### src/design/rtc_cfg.svh
// constants for the rtc run control and time readout block
`ifndef RTC_CFG_SVH
`define RTC_CFG_SVH
`define SYS_CLK_MHZ      125
`define BUSY_TIME_US     62500
`define TICKS_PER_SEC    256
`define PRESC_W          16
`define BUSY_W           24
`define SEC_LAST         6'h3b
`define MIN_LAST         6'h3b
`define HR24_LAST        5'h17
`define HR12_LAST        5'h0b
`define WK_LAST          3'h6
`define SEL_SECONDS      3'h0
`define SEL_MINUTES      3'h1
`define SEL_HOURS        3'h2
`define SEL_WEEKDAY      3'h3
`define SEL_FORMAT       3'h4
`define SEL_SOURCE       3'h5
`define SEL_CONTROL_TWO  3'h6
`define FMT_H12_BIT      0
`define FMT_PM_BIT       1
`define MISMATCH_MAX     2'h2
`endif

### src/design/rtc_pkg.sv
// types shared by the rtc run control block
package rtc_pkg;
   typedef enum logic [2:0] {
      ST_IDLE = 3'b001,
      ST_BUSY = 3'b010,
      ST_DONE = 3'b100
   } upd_state_e;
endpackage

### src/design/start_sync.sv
// two-stage carry of the start bit into the count-source tick domain
`timescale 1ns/100ps
`include "rtc_cfg.svh"
module start_sync (
   // clock and reset
   input  wire logic sys_clk,
   input  wire logic srst,
   // count source and level in
   input  wire logic tick,
   input  wire logic start_in,
   // synchronised level out
   output logic      status_out
);
   logic stage_one;
   logic next_stage_one;
   logic next_status_out;

   // both stages advance only on a count-source cycle, so the flag lags by up to two
   always_comb begin
      next_stage_one  = stage_one;
      next_status_out = status_out;
      if (tick) begin
         next_stage_one  = start_in;
         next_status_out = stage_one;
      end
   end

   always_ff @(posedge sys_clk) begin
      if (srst) begin
         stage_one  <= 1'b0;
         status_out <= 1'b0;
      end else begin
         stage_one  <= next_stage_one;
         status_out <= next_status_out;
      end
   end
endmodule

### src/design/rtc_run_control.sv
// rtc run control, stopped-only configuration and coherent time update
// Operation
// - start bit set, status flag rises within two ticks
// - start bit cleared, status flag falls within two ticks
// - stopped means start bit and status both zero
// - busy flag high while time data updates
// - busy holds about 62.5 ms once risen
// - time updates independently of bus reads
// - irq request flag set on each update
`timescale 1ns/100ps
`include "rtc_cfg.svh"
module rtc_run_control #(
   parameter int BUSY_CYCLES   = `BUSY_TIME_US * `SYS_CLK_MHZ,
   parameter int TICKS_PER_SEC = `TICKS_PER_SEC
) (
   // clock and reset
   input  wire logic       sys_clk,
   input  wire logic       srst,
   // count sources, one pulse per source cycle
   input  wire logic [3:0] count_ticks,
   // run control
   input  wire logic       count_start_bit,
   output logic            count_status_flag,
   output logic            timer_stopped,
   // configuration writes
   input  wire logic       wr_en,
   input  wire logic [2:0] wr_sel,
   input  wire logic [7:0] wr_data,
   output logic            wr_refused,
   // time registers and flags
   output logic [5:0]      seconds_reg,
   output logic [5:0]      minutes_reg,
   output logic [4:0]      hours_reg,
   output logic [2:0]      weekday_reg,
   output logic            hour_format_bit,
   output logic            afternoon_bit,
   output logic [3:0]      count_source_bits,
   output logic [7:0]      timer_control_two,
   output logic            update_busy_flag,
   // interrupt request flag
   input  wire logic       irq_clear,
   output logic            irq_request_flag
);
   logic                   tick;
   logic                   sync_flag;
   logic [`PRESC_W-1:0]    presc;
   logic [`PRESC_W-1:0]    next_presc;
   logic [`BUSY_W-1:0]     busy_cnt;
   logic [`BUSY_W-1:0]     next_busy_cnt;
   rtc_pkg::upd_state_e    state;
   rtc_pkg::upd_state_e    next_state;
   logic [5:0]             next_seconds;
   logic [5:0]             next_minutes;
   logic [4:0]             next_hours;
   logic [2:0]             next_weekday;
   logic                   next_format;
   logic                   next_pm;
   logic [3:0]             next_source;
   logic [7:0]             next_ctl_two;
   logic                   next_busy;
   logic                   next_irq;
   logic                   next_stopped;
   logic                   next_refused;
   logic                   wr_ok;
   logic                   update_now;
   logic                   hr_wrap;

   // low two select bits pick one of four sources; upper bits are stored only
   assign tick = count_ticks[count_source_bits[1:0]];

   start_sync u_sync (
      .sys_clk    (sys_clk),
      .srst       (srst),
      .tick       (tick),
      .start_in   (count_start_bit),
      .status_out (sync_flag)
   );
   assign count_status_flag = sync_flag;

   // writes land only while stopped; others are dropped and flagged
   assign wr_ok = wr_en && timer_stopped;

   always_comb begin
      next_stopped = !count_start_bit && !sync_flag;
      next_refused = wr_en && !timer_stopped;
   end

   // second prescaler and update sequencer; counting follows the status flag
   always_comb begin
      next_presc    = presc;
      next_busy_cnt = busy_cnt;
      next_state    = state;
      next_busy     = update_busy_flag;
      update_now    = 1'b0;
      if (sync_flag && tick) begin
         if (presc == `PRESC_W'(TICKS_PER_SEC - 1)) begin
            next_presc = '0;
         end else begin
            next_presc = presc + `PRESC_W'(1);
         end
      end
      unique case (state)
         rtc_pkg::ST_IDLE: begin
            // a second boundary during an update is skipped rather than queued
            if (sync_flag && tick && presc == `PRESC_W'(TICKS_PER_SEC - 1)) begin
               next_state    = rtc_pkg::ST_BUSY;
               next_busy     = 1'b1;
               next_busy_cnt = '0;
            end
         end
         rtc_pkg::ST_BUSY: begin
            if (busy_cnt == `BUSY_W'(BUSY_CYCLES - 1)) begin
               next_state = rtc_pkg::ST_DONE;
            end else begin
               next_busy_cnt = busy_cnt + `BUSY_W'(1);
            end
         end
         rtc_pkg::ST_DONE: begin
            update_now = 1'b1;
            next_busy  = 1'b0;
            next_state = rtc_pkg::ST_IDLE;
         end
      endcase
   end

   // time data: advanced only at the end of busy, written only while stopped
   always_comb begin
      next_seconds = seconds_reg;
      next_minutes = minutes_reg;
      next_hours   = hours_reg;
      next_weekday = weekday_reg;
      next_format  = hour_format_bit;
      next_pm      = afternoon_bit;
      next_source  = count_source_bits;
      next_ctl_two = timer_control_two;
      hr_wrap      = hours_reg == (hour_format_bit ? `HR12_LAST : `HR24_LAST);
      if (update_now) begin
         next_seconds = seconds_reg + 6'h01;
         if (seconds_reg == `SEC_LAST) begin
            next_seconds = 6'h00;
            next_minutes = minutes_reg + 6'h01;
            if (minutes_reg == `MIN_LAST) begin
               next_minutes = 6'h00;
               next_hours   = hours_reg + 5'h01;
               if (hr_wrap) begin
                  next_hours = 5'h00;
                  // in 12-hour mode the day rolls over after the pm half only
                  if (hour_format_bit) begin
                     next_pm = !afternoon_bit;
                  end
                  if (!hour_format_bit || afternoon_bit) begin
                     next_weekday = (weekday_reg == `WK_LAST) ? 3'h0 : weekday_reg + 3'h1;
                  end
               end
            end
         end
      end else if (wr_ok) begin
         unique case (wr_sel)
            `SEL_SECONDS:     next_seconds = wr_data[5:0];
            `SEL_MINUTES:     next_minutes = wr_data[5:0];
            `SEL_HOURS:       next_hours   = wr_data[4:0];
            `SEL_WEEKDAY:     next_weekday = wr_data[2:0];
            `SEL_FORMAT: begin
               next_format = wr_data[`FMT_H12_BIT];
               next_pm     = wr_data[`FMT_PM_BIT];
            end
            `SEL_SOURCE:      next_source  = wr_data[3:0];
            `SEL_CONTROL_TWO: next_ctl_two = wr_data;
            default:          next_ctl_two = timer_control_two;
         endcase
      end
   end

   // request flag: a set in the same cycle as a clear wins
   always_comb begin
      next_irq = irq_request_flag;
      if (irq_clear) begin
         next_irq = 1'b0;
      end
      if (update_now) begin
         next_irq = 1'b1;
      end
   end

   always_ff @(posedge sys_clk) begin
      if (srst) begin
         presc             <= '0;
         busy_cnt          <= '0;
         state             <= rtc_pkg::ST_IDLE;
         seconds_reg       <= 6'h00;
         minutes_reg       <= 6'h00;
         hours_reg         <= 5'h00;
         weekday_reg       <= 3'h0;
         hour_format_bit   <= 1'b0;
         afternoon_bit     <= 1'b0;
         count_source_bits <= 4'h0;
         timer_control_two <= 8'h00;
         update_busy_flag  <= 1'b0;
         irq_request_flag  <= 1'b0;
         timer_stopped     <= 1'b1;
         wr_refused        <= 1'b0;
      end else begin
         presc             <= next_presc;
         busy_cnt          <= next_busy_cnt;
         state             <= next_state;
         seconds_reg       <= next_seconds;
         minutes_reg       <= next_minutes;
         hours_reg         <= next_hours;
         weekday_reg       <= next_weekday;
         hour_format_bit   <= next_format;
         afternoon_bit     <= next_pm;
         count_source_bits <= next_source;
         timer_control_two <= next_ctl_two;
         update_busy_flag  <= next_busy;
         irq_request_flag  <= next_irq;
         timer_stopped     <= next_stopped;
         wr_refused        <= next_refused;
      end
   end

   // helper: source ticks seen while start bit and status disagree
   logic [1:0] lag_ticks;
   always_ff @(posedge sys_clk) begin
      if (srst || count_start_bit == sync_flag) begin
         lag_ticks <= 2'h0;
      end else if (tick && lag_ticks != 2'h3) begin
         lag_ticks <= lag_ticks + 2'h1;
      end
   end

   // helper: length of the current busy pulse in clocks
   logic [`BUSY_W-1:0] busy_len;
   always_ff @(posedge sys_clk) begin
      if (srst || !update_busy_flag) begin
         busy_len <= '0;
      end else begin
         busy_len <= busy_len + `BUSY_W'(1);
      end
   end

   a_rise_within_two: assert property (@(posedge sys_clk) disable iff (srst)
      (count_start_bit && !sync_flag) |-> lag_ticks <= `MISMATCH_MAX)
      else $error("status flag slow to follow start");
   a_fall_within_two: assert property (@(posedge sys_clk) disable iff (srst)
      (!count_start_bit && sync_flag) |-> lag_ticks <= `MISMATCH_MAX)
      else $error("status flag slow to clear");
   a_stopped_meaning: assert property (@(posedge sys_clk) disable iff (srst)
      ##1 timer_stopped == (!$past(count_start_bit) && !$past(sync_flag)))
      else $error("stopped flag wrong");
   a_write_refused: assert property (@(posedge sys_clk) disable iff (srst)
      (wr_en && !timer_stopped && state != rtc_pkg::ST_DONE) |=> wr_refused
      && $stable(count_source_bits) && $stable(timer_control_two))
      else $error("write accepted while running");
   a_busy_hold_min: assert property (@(posedge sys_clk) disable iff (srst)
      $fell(update_busy_flag) |-> busy_len == `BUSY_W'(BUSY_CYCLES + 1))
      else $error("busy pulse length wrong");
   a_busy_hold_start: assert property (@(posedge sys_clk) disable iff (srst)
      $rose(update_busy_flag) |-> update_busy_flag[*2])
      else $error("busy dropped early");
   a_pm_stable_busy: assert property (@(posedge sys_clk) disable iff (srst)
      (update_busy_flag && state == rtc_pkg::ST_BUSY && !wr_en) |=> $stable(afternoon_bit)
      && $stable(seconds_reg))
      else $error("time changed inside busy");
   a_irq_on_update: assert property (@(posedge sys_clk) disable iff (srst)
      $fell(update_busy_flag) |-> irq_request_flag)
      else $error("no request flag at update");
   a_flag_follows: assert property (@(posedge sys_clk) disable iff (srst)
      $changed(sync_flag) |-> sync_flag == $past(u_sync.stage_one))
      else $error("status not from synchroniser");

   c_start_run: cover property (@(posedge sys_clk) disable iff (srst) $rose(sync_flag));
   c_update: cover property (@(posedge sys_clk) disable iff (srst) $fell(update_busy_flag));
   c_refused: cover property (@(posedge sys_clk) disable iff (srst) wr_refused);
   c_set_clear: cover property (@(posedge sys_clk) disable iff (srst)
      update_now && irq_clear);
endmodule

### config.mk
export PLATFORM = sky130hd
export DESIGN_NAME = rtc_run_control
export DESIGN_NICKNAME = d
export VERILOG_FILES = /design/src/design/rtc_pkg.sv /design/src/design/start_sync.sv /design/src/design/rtc_run_control.sv
export VERILOG_INCLUDE_DIRS = /design/src /design/src/design
export SDC_FILE = /design/constraint.sdc
export NUM_CORES = 1
export LEC_CHECK = 0
export BUFFER_PORTS_ARGS = -buffer_cell sky130_fd_sc_hd__clkbuf_2
export CELL_PAD_IN_SITES_DETAIL_PLACEMENT = 1
export CELL_PAD_IN_SITES_GLOBAL_PLACEMENT = 1
export CORE_UTILIZATION = 25
export DETAILED_ROUTE_END_ITERATION = 10
export HOLD_SLACK_MARGIN = 0.15
export PLACE_DENSITY = 0.51
export SYNTH_ARGS = -nofsm -noshare
export SYNTH_HDL_FRONTEND = slang
export SYNTH_SLANG_ARGS = --single-unit
### constraint.sdc
create_clock -name sys_clk -period 5 [get_ports sys_clk]
set_input_delay 0.5 -clock sys_clk [delete_from_list [all_inputs] [get_ports sys_clk]]
set_output_delay 0.5 -clock sys_clk [all_outputs]
set_load 0.05 [all_outputs]
**Word level (Yosys, flattened, before mapping)**

Cells that the tools add are included.

- Reduce and logical (&&, ||, !) cells: 32
- Add/sub/neg operators: 6
- Equality and inequality tests: 23
- Bitwise gates (word level): 1
- $lt $le $gt $ge: 1
- Multiplexer cells: 45

Operator list:

| kind | count |
|---|---|
| $mux W6 | 9 |
| $mux W24 | 2 |
| $pmux W24 S2 | 1 |
| $mux W5 | 7 |
| $mux W3 | 10 |
| $add A24 B1 Y24 const B | 1 |
| $eq A24 B23 Y1 const B | 1 |
| $reduce_bool A2 Y1 | 9 |
| $add A16 B1 Y16 const B | 1 |
| $eq A16 B8 Y1 const B | 1 |
| $mux W16 | 1 |
| $eq A3 B3 Y1 const B | 5 |
| $reduce_and A3 Y1 | 5 |
| $add A6 B1 Y6 const B | 2 |
| $eq A6 B6 Y1 const B | 2 |
| $mux W1 | 12 |
| $reduce_and A6 Y1 | 2 |
| $eq A3 B2 Y1 const B | 3 |
| $pmux W3 S3 | 1 |
| $ne A2 B1 Y1 const B | 4 |
| $ne A2 B2 Y1 const B | 4 |
| $eq A3 B1 Y1 const B | 2 |
| $reduce_and A2 Y1 | 3 |
| $add A5 B1 Y5 const B | 1 |
| other kinds (11) | 19 |

- Input port bits: 20
- Register bits after elaboration: 83
- Word-level logic and storage cells: 125
- Output and inout bits: 39

**Longest topological paths before layout**

- Depth after elaboration: 7
- Mapped depth: 9
- Depth with buffers taken out: 6

**Modules after synthesis**

From an unflattened synthesis, not the netlist that was laid out.

- Cell total of the unflattened synthesis: 513
- Area, all modules: 4372.9 sq um

By module, submodules not included:

| module | area each (sq um) | sequential area each (sq um) | times used | cells an instance |
|---|---|---|---|---|
| rtc_run_control | 4305.4 | 1621.6 | 1 | 507 |
| start_sync | 67.6 | 40.0 | 1 | 6 |

**Worst setup path after synthesis**

No wires, ideal clock.

- Path kind: reg-to-reg
- Start point: reg count_source_bits[0]
- End point: reg busy_cnt[0]
- Path buffers: 3
- Clock period less this slack: 2.343 ns
- Slack: 2.657 ns
- Arrival: 2.285 ns
- Setup time: 0.058 ns
- Required time: 4.942 ns
- Cell stages (with the launch flop): 9
- Cells stage by stage: dfxtp_1 -> mux4_2 -> buf_6 -> and4_1 -> buf_6 -> a41oi_4 -> and2_4 -> buf_6 -> mux2_2

- Cells in the longest elaborated chain, start to end: 6

Ends and longest elaborated chain:

| element | line | text |
|---|---|---|
| from (decl) | rtc_run_control.sv:37 | `output logic [3:0] count_source_bits,` |
| from (signal assigned) | rtc_run_control.sv:212 | `count_source_bits <= next_source;` |
| $bmux W1 S2 | rtc_run_control.sv:69 | `assign tick = count_ticks[count_source_bits[1:0]];` |
| $mux W1 (not written as such) | rtc_run_control.sv:69 |  |
| $logic_and A1 B1 Y1 (2 in a row) | rtc_run_control.sv:105 | `` if (sync_flag && tick && presc == `PRESC_W'(TICKS_PER_SEC - 1)) begin `` |
| $ne A2 B2 Y1 (no line) | - |  |
| $reduce_and A3 Y1 (no line) | - |  |
| to (signal assigned) | rtc_run_control.sv:204 | `busy_cnt <= next_busy_cnt;` |
| to (decl) | rtc_run_control.sv:48 | `` logic [`BUSY_W-1:0] busy_cnt; `` |

Every way passes these cells. The select of a mux whose other input is x is not followed.
A chain may end at the register's enable or synchronous reset.

**Worst setup path in the final report**

- Start point: reg state[2]
- End point: reg timer_control_two[4]

- Cells in the longest elaborated chain, start to end: 4

Ends and longest elaborated chain:

| element | line | text |
|---|---|---|
| from (decl) | rtc_run_control.sv:50 | `rtc_pkg::upd_state_e state;` |
| from (signal assigned) | rtc_run_control.sv:189 | `state <= rtc_pkg::ST_IDLE;` |
| from (signal assigned) | rtc_run_control.sv:205 | `state <= next_state;` |
| $eq A3 B3 Y1 | rtc_run_control.sv:102 | `unique case (state)` |
| $mux W1 | rtc_run_control.sv:102 |  |
| $not A1 Y1 (no line) | - |  |
| $reduce_and A3 Y1 (no line) | - |  |
| to (signal assigned) | rtc_run_control.sv:213 | `timer_control_two <= next_ctl_two;` |
| to (decl) | rtc_run_control.sv:38 | `output logic [7:0] timer_control_two,` |

Every way passes these cells.

==> impl_metrics.tcl <==
set metrics [dict create \
    gpl.final_weighted_congestion 0.749 \
    cp_top_family "simple AND/OR/NAND/NOR gates" \
    n_fill_cell 1987 \
    grtUsageMet3_pct 2.53 \
    number_of_flops_mapped_to_enable_cells_by_yosys 0 \
    grt_util_all_layers_pct 15.4 \
    post_cts.resized_instances 0 \
    grt_antenna_before_repair 0 \
    grt_util_met2_pct 23.6 \
    dp_hpwl_mm 9.54 \
    start_util_pct 25.7 \
    min_path_type "input port to flop" \
    floorplan.die_area_sq_mm 0.0177 \
    drt-pass1-iter-count 5 \
    avg_synthesized_cell_area_sq_um 8.52 \
    cp.arrival_ns 2.86 \
    cap_violations 0 \
    synth-seq-area-share_pct 38.8 \
    cts_htree_levels 3 \
    grt_max_degree 51 \
    clk_latency_ns 0.35 \
    post_drt_wl_per_cell_microns 16.8 \
    reg_top3 "busy_cnt (24), presc (16), timer_control_two (8)" \
    slowest_stage "or3b_2" \
    worstSetupStartpointType "flop" \
    fin_hold_ws_ns 0.353 \
    crit_type "flop to flop" \
    synth_seq_cells 83 \
    portBuffers 58 \
    ioPinCount 59 \
    post_synth_inst_count 503 \
    powerDensity_mw_per_mm2 292 \
    grt-busiest-layer "met2" \
    place_ws_ns 2.37 \
    timing.clock.skew_ns 0.0106 \
    post_cts_hold_buffer_count 0 \
    grt_overflow_total 0 \
    worst-path-stages 5 \
    final_max_slew_viol_count 0 \
    die_width_microns 133 \
    avgViaCountPerCell 5.08 \
    number_of_global_route_vias_before_repair 3949 \
    cts_tree "built" \
    ir_worst_vdd_mv 0.169 \
    setup_repair_after_global_routing_missed_its_margin "no" \
    numClockSinks 83 \
    wirelength_mm 13.0 \
    postCtsSetupBuffers 0 \
    cts_max_path_buffers 2 \
    reg_with_most_ffs "busy_cnt" \
    async_sr_flop_fraction_pct 0 \
    placement_rows 47 \
    flip_flop_count_of_the_largest_register_after_layout 24 \
    synth.lib_cells_used.distinct 67 \
    core_region_area_sq_mm 0.0166 \
    synthesis.area_sq_mm 0.00428 \
    maxClockFrequency_mhz 379 \
    detailedRoute.firstIterationViolations 112 \
    area_delta_synth_final_pct 18.0 \
    clk_root_buffer_cell "clkbuf_16" \
    cts.reportedPaths.clkPinSlew_ns 0.06 \
    cts_made_buffers 9 \
    timing_hold_violations_final 0 \
    regToRegSetupSlack_ns 2.36 \
    syn-num-nets 528 \
    min_period_ns 2.64 \
    detailroute.via_count 3947 \
    status "finished, final reports clean" \
    num-nets-final 577 \
    groute.layer.met1.usage_pct 21.5 \
    synth_warnings 0 \
    leakage_uw 0.00197 \
    worst_slack_ns 2.36 \
    ys.flop_type "dfxtp_1" \
    die-height_microns 133 \
    cpPeakStageDelay_ns 0.82 \
    hold_depth 2 \
    slew_headroom_pct 35.3 \
    fin_setup_tns_ns 0 \
    tightest_slew_ns 0.964 \
    antenna-diode-count 0 \
    setup_viol 0 \
    worstSetupEndpointType "flop" \
    ant_nets 0 \
    drive_gt1_share_pct 16.2 \
    grt_pass1_wl_mm 21.5 \
    worst_path_cell_chain "or3b_2 > and4_1 > nand3b_1 > mux2i_1 > nor2_1" \
    fraction_of_the_cycle_the_final_worst_path_needs_pct 52.8 \
    drc_errors 0 \
    worstPathRequired_ns 5.22 \
    rr_worst_depth 5 \
    timing.critical_path.buf_inv 0 \
    path_max_fanout 38 \
]
kinds of logic (layout without fill, tap and decap cells):
group,after synthesis,in the layout,synth area share (%)
compound gates,122,122,19.9
simple gates,224,224,27.3
fa+ha+maj,5,5,1.46
flops,83,83,38.8
xor+xnor,17,17,3.48
mux,22,22,5.46
buf+inv,30,84,3.56
metal layers:
| metal | part of all wire [%] | up-vias | wire [microns] |
|---|---|---|---|
| li1 | - | 1958 | - |
| met1 | 51 | 1927 | 6590 |
| met2 | 45 | 51 | 5860 |
| met3 | 3.0 | 11 | 395 |
| met4 | 1.5 | 0 | 196 |
| met5 | 0 | - | 0 |
cells in the mapped netlist, types with 4 or more instances:
library cell  number  share of area (%)
inv_1              7               0.61
o21ai_0           21                2.5
buf_2              5               0.58
xor2_1             9                1.8
and3_1            13                1.9
o22a_1             6                1.2
xnor2_1            8                1.6
a31oi_1           15                2.2
a21oi_1           31                3.6
nand2b_1           9                1.3
nand4_1           11                1.6
buf_6              4                1.1
ha_1               5                1.5
nor2_1            55                4.8
nand2_1           50                4.4
a211oi_1           4               0.70
clkbuf_1          12                1.1
dfxtp_1           83                 39
nand3_1           32                3.7
a21boi_0           5               0.88
and4_1             5                1.0
nor3_1            14                1.6
mux2i_1           20                4.7
a221o_1            5                1.2
report_power, final:
group / switching [uW] / leakage (uW) / internal, uW
combinational: 70.9 / 0.00115 / 30.1
clock: 279 / 0.000153 / 414
sequential: 12.1 / 0.000670 / 670
total: 362 / 0.00197 / 1110
final timing paths:
path                          end            start
max          timer_control_two[4]         state[2]
min                 timer_stopped  count_start_bit
max reg2reg  timer_control_two[4]         state[2]
min reg2reg              presc[1]         presc[1]
cell type report:
type                    count  area [sq um]  share of cell area, %
clock buffers              12           256                   5.07
repair buffers             61           313                   6.19
clock inverters             4          48.8                  0.965
inverters                   7          26.3                  0.520
multi-input cells         390          2470                   48.9
well taps                 220           275                   5.44
flip-flops and latches     83          1660                   32.9
metrics by stage:
step / power (uW) / std cells / area (sq um) / util (%)
6_report: 1480 / 777 / 5060 / 30.4
5_1_grt: 1540 / 777 / 5060 / 30.4
4_1_cts: 1500 / 777 / 5060 / 30.4
3_5_place_dp: 799 / 761 / 4750 / 28.5
3_3_place_gp: 798 / 761 / 4750 / 28.5
2_1_floorplan: 763 / 503 / 4280 / -
cells in the final DEF, fill, tap and decap left out, types with 3 or more instances in the layout:
cell,n
dfxtp_1,83
clkbuf_2,58
nor2_1,55
nand2_1,50
nand3_1,32
a21oi_1,31
o21ai_0,21
mux2i_1,20
a31oi_1,15
nor3_1,13
and3_1,13
nand4_1,11
nand2b_1,9
xor2_1,9
clkbuf_16,9
xnor2_1,8
inv_1,7
o22a_1,6
and4_1,5
a221o_1,5
a21boi_0,5
ha_1,5
a211oi_1,4
nand4b_1,3
nor4_2,3
or3_1,3
o21a_1,3
nor4bb_1,3
nand3b_1,3
nor3b_1,3
a21o_1,3
nor2b_1,3
o31ai_1,3
buf_4,3
(Power assumes the default switching activity.)
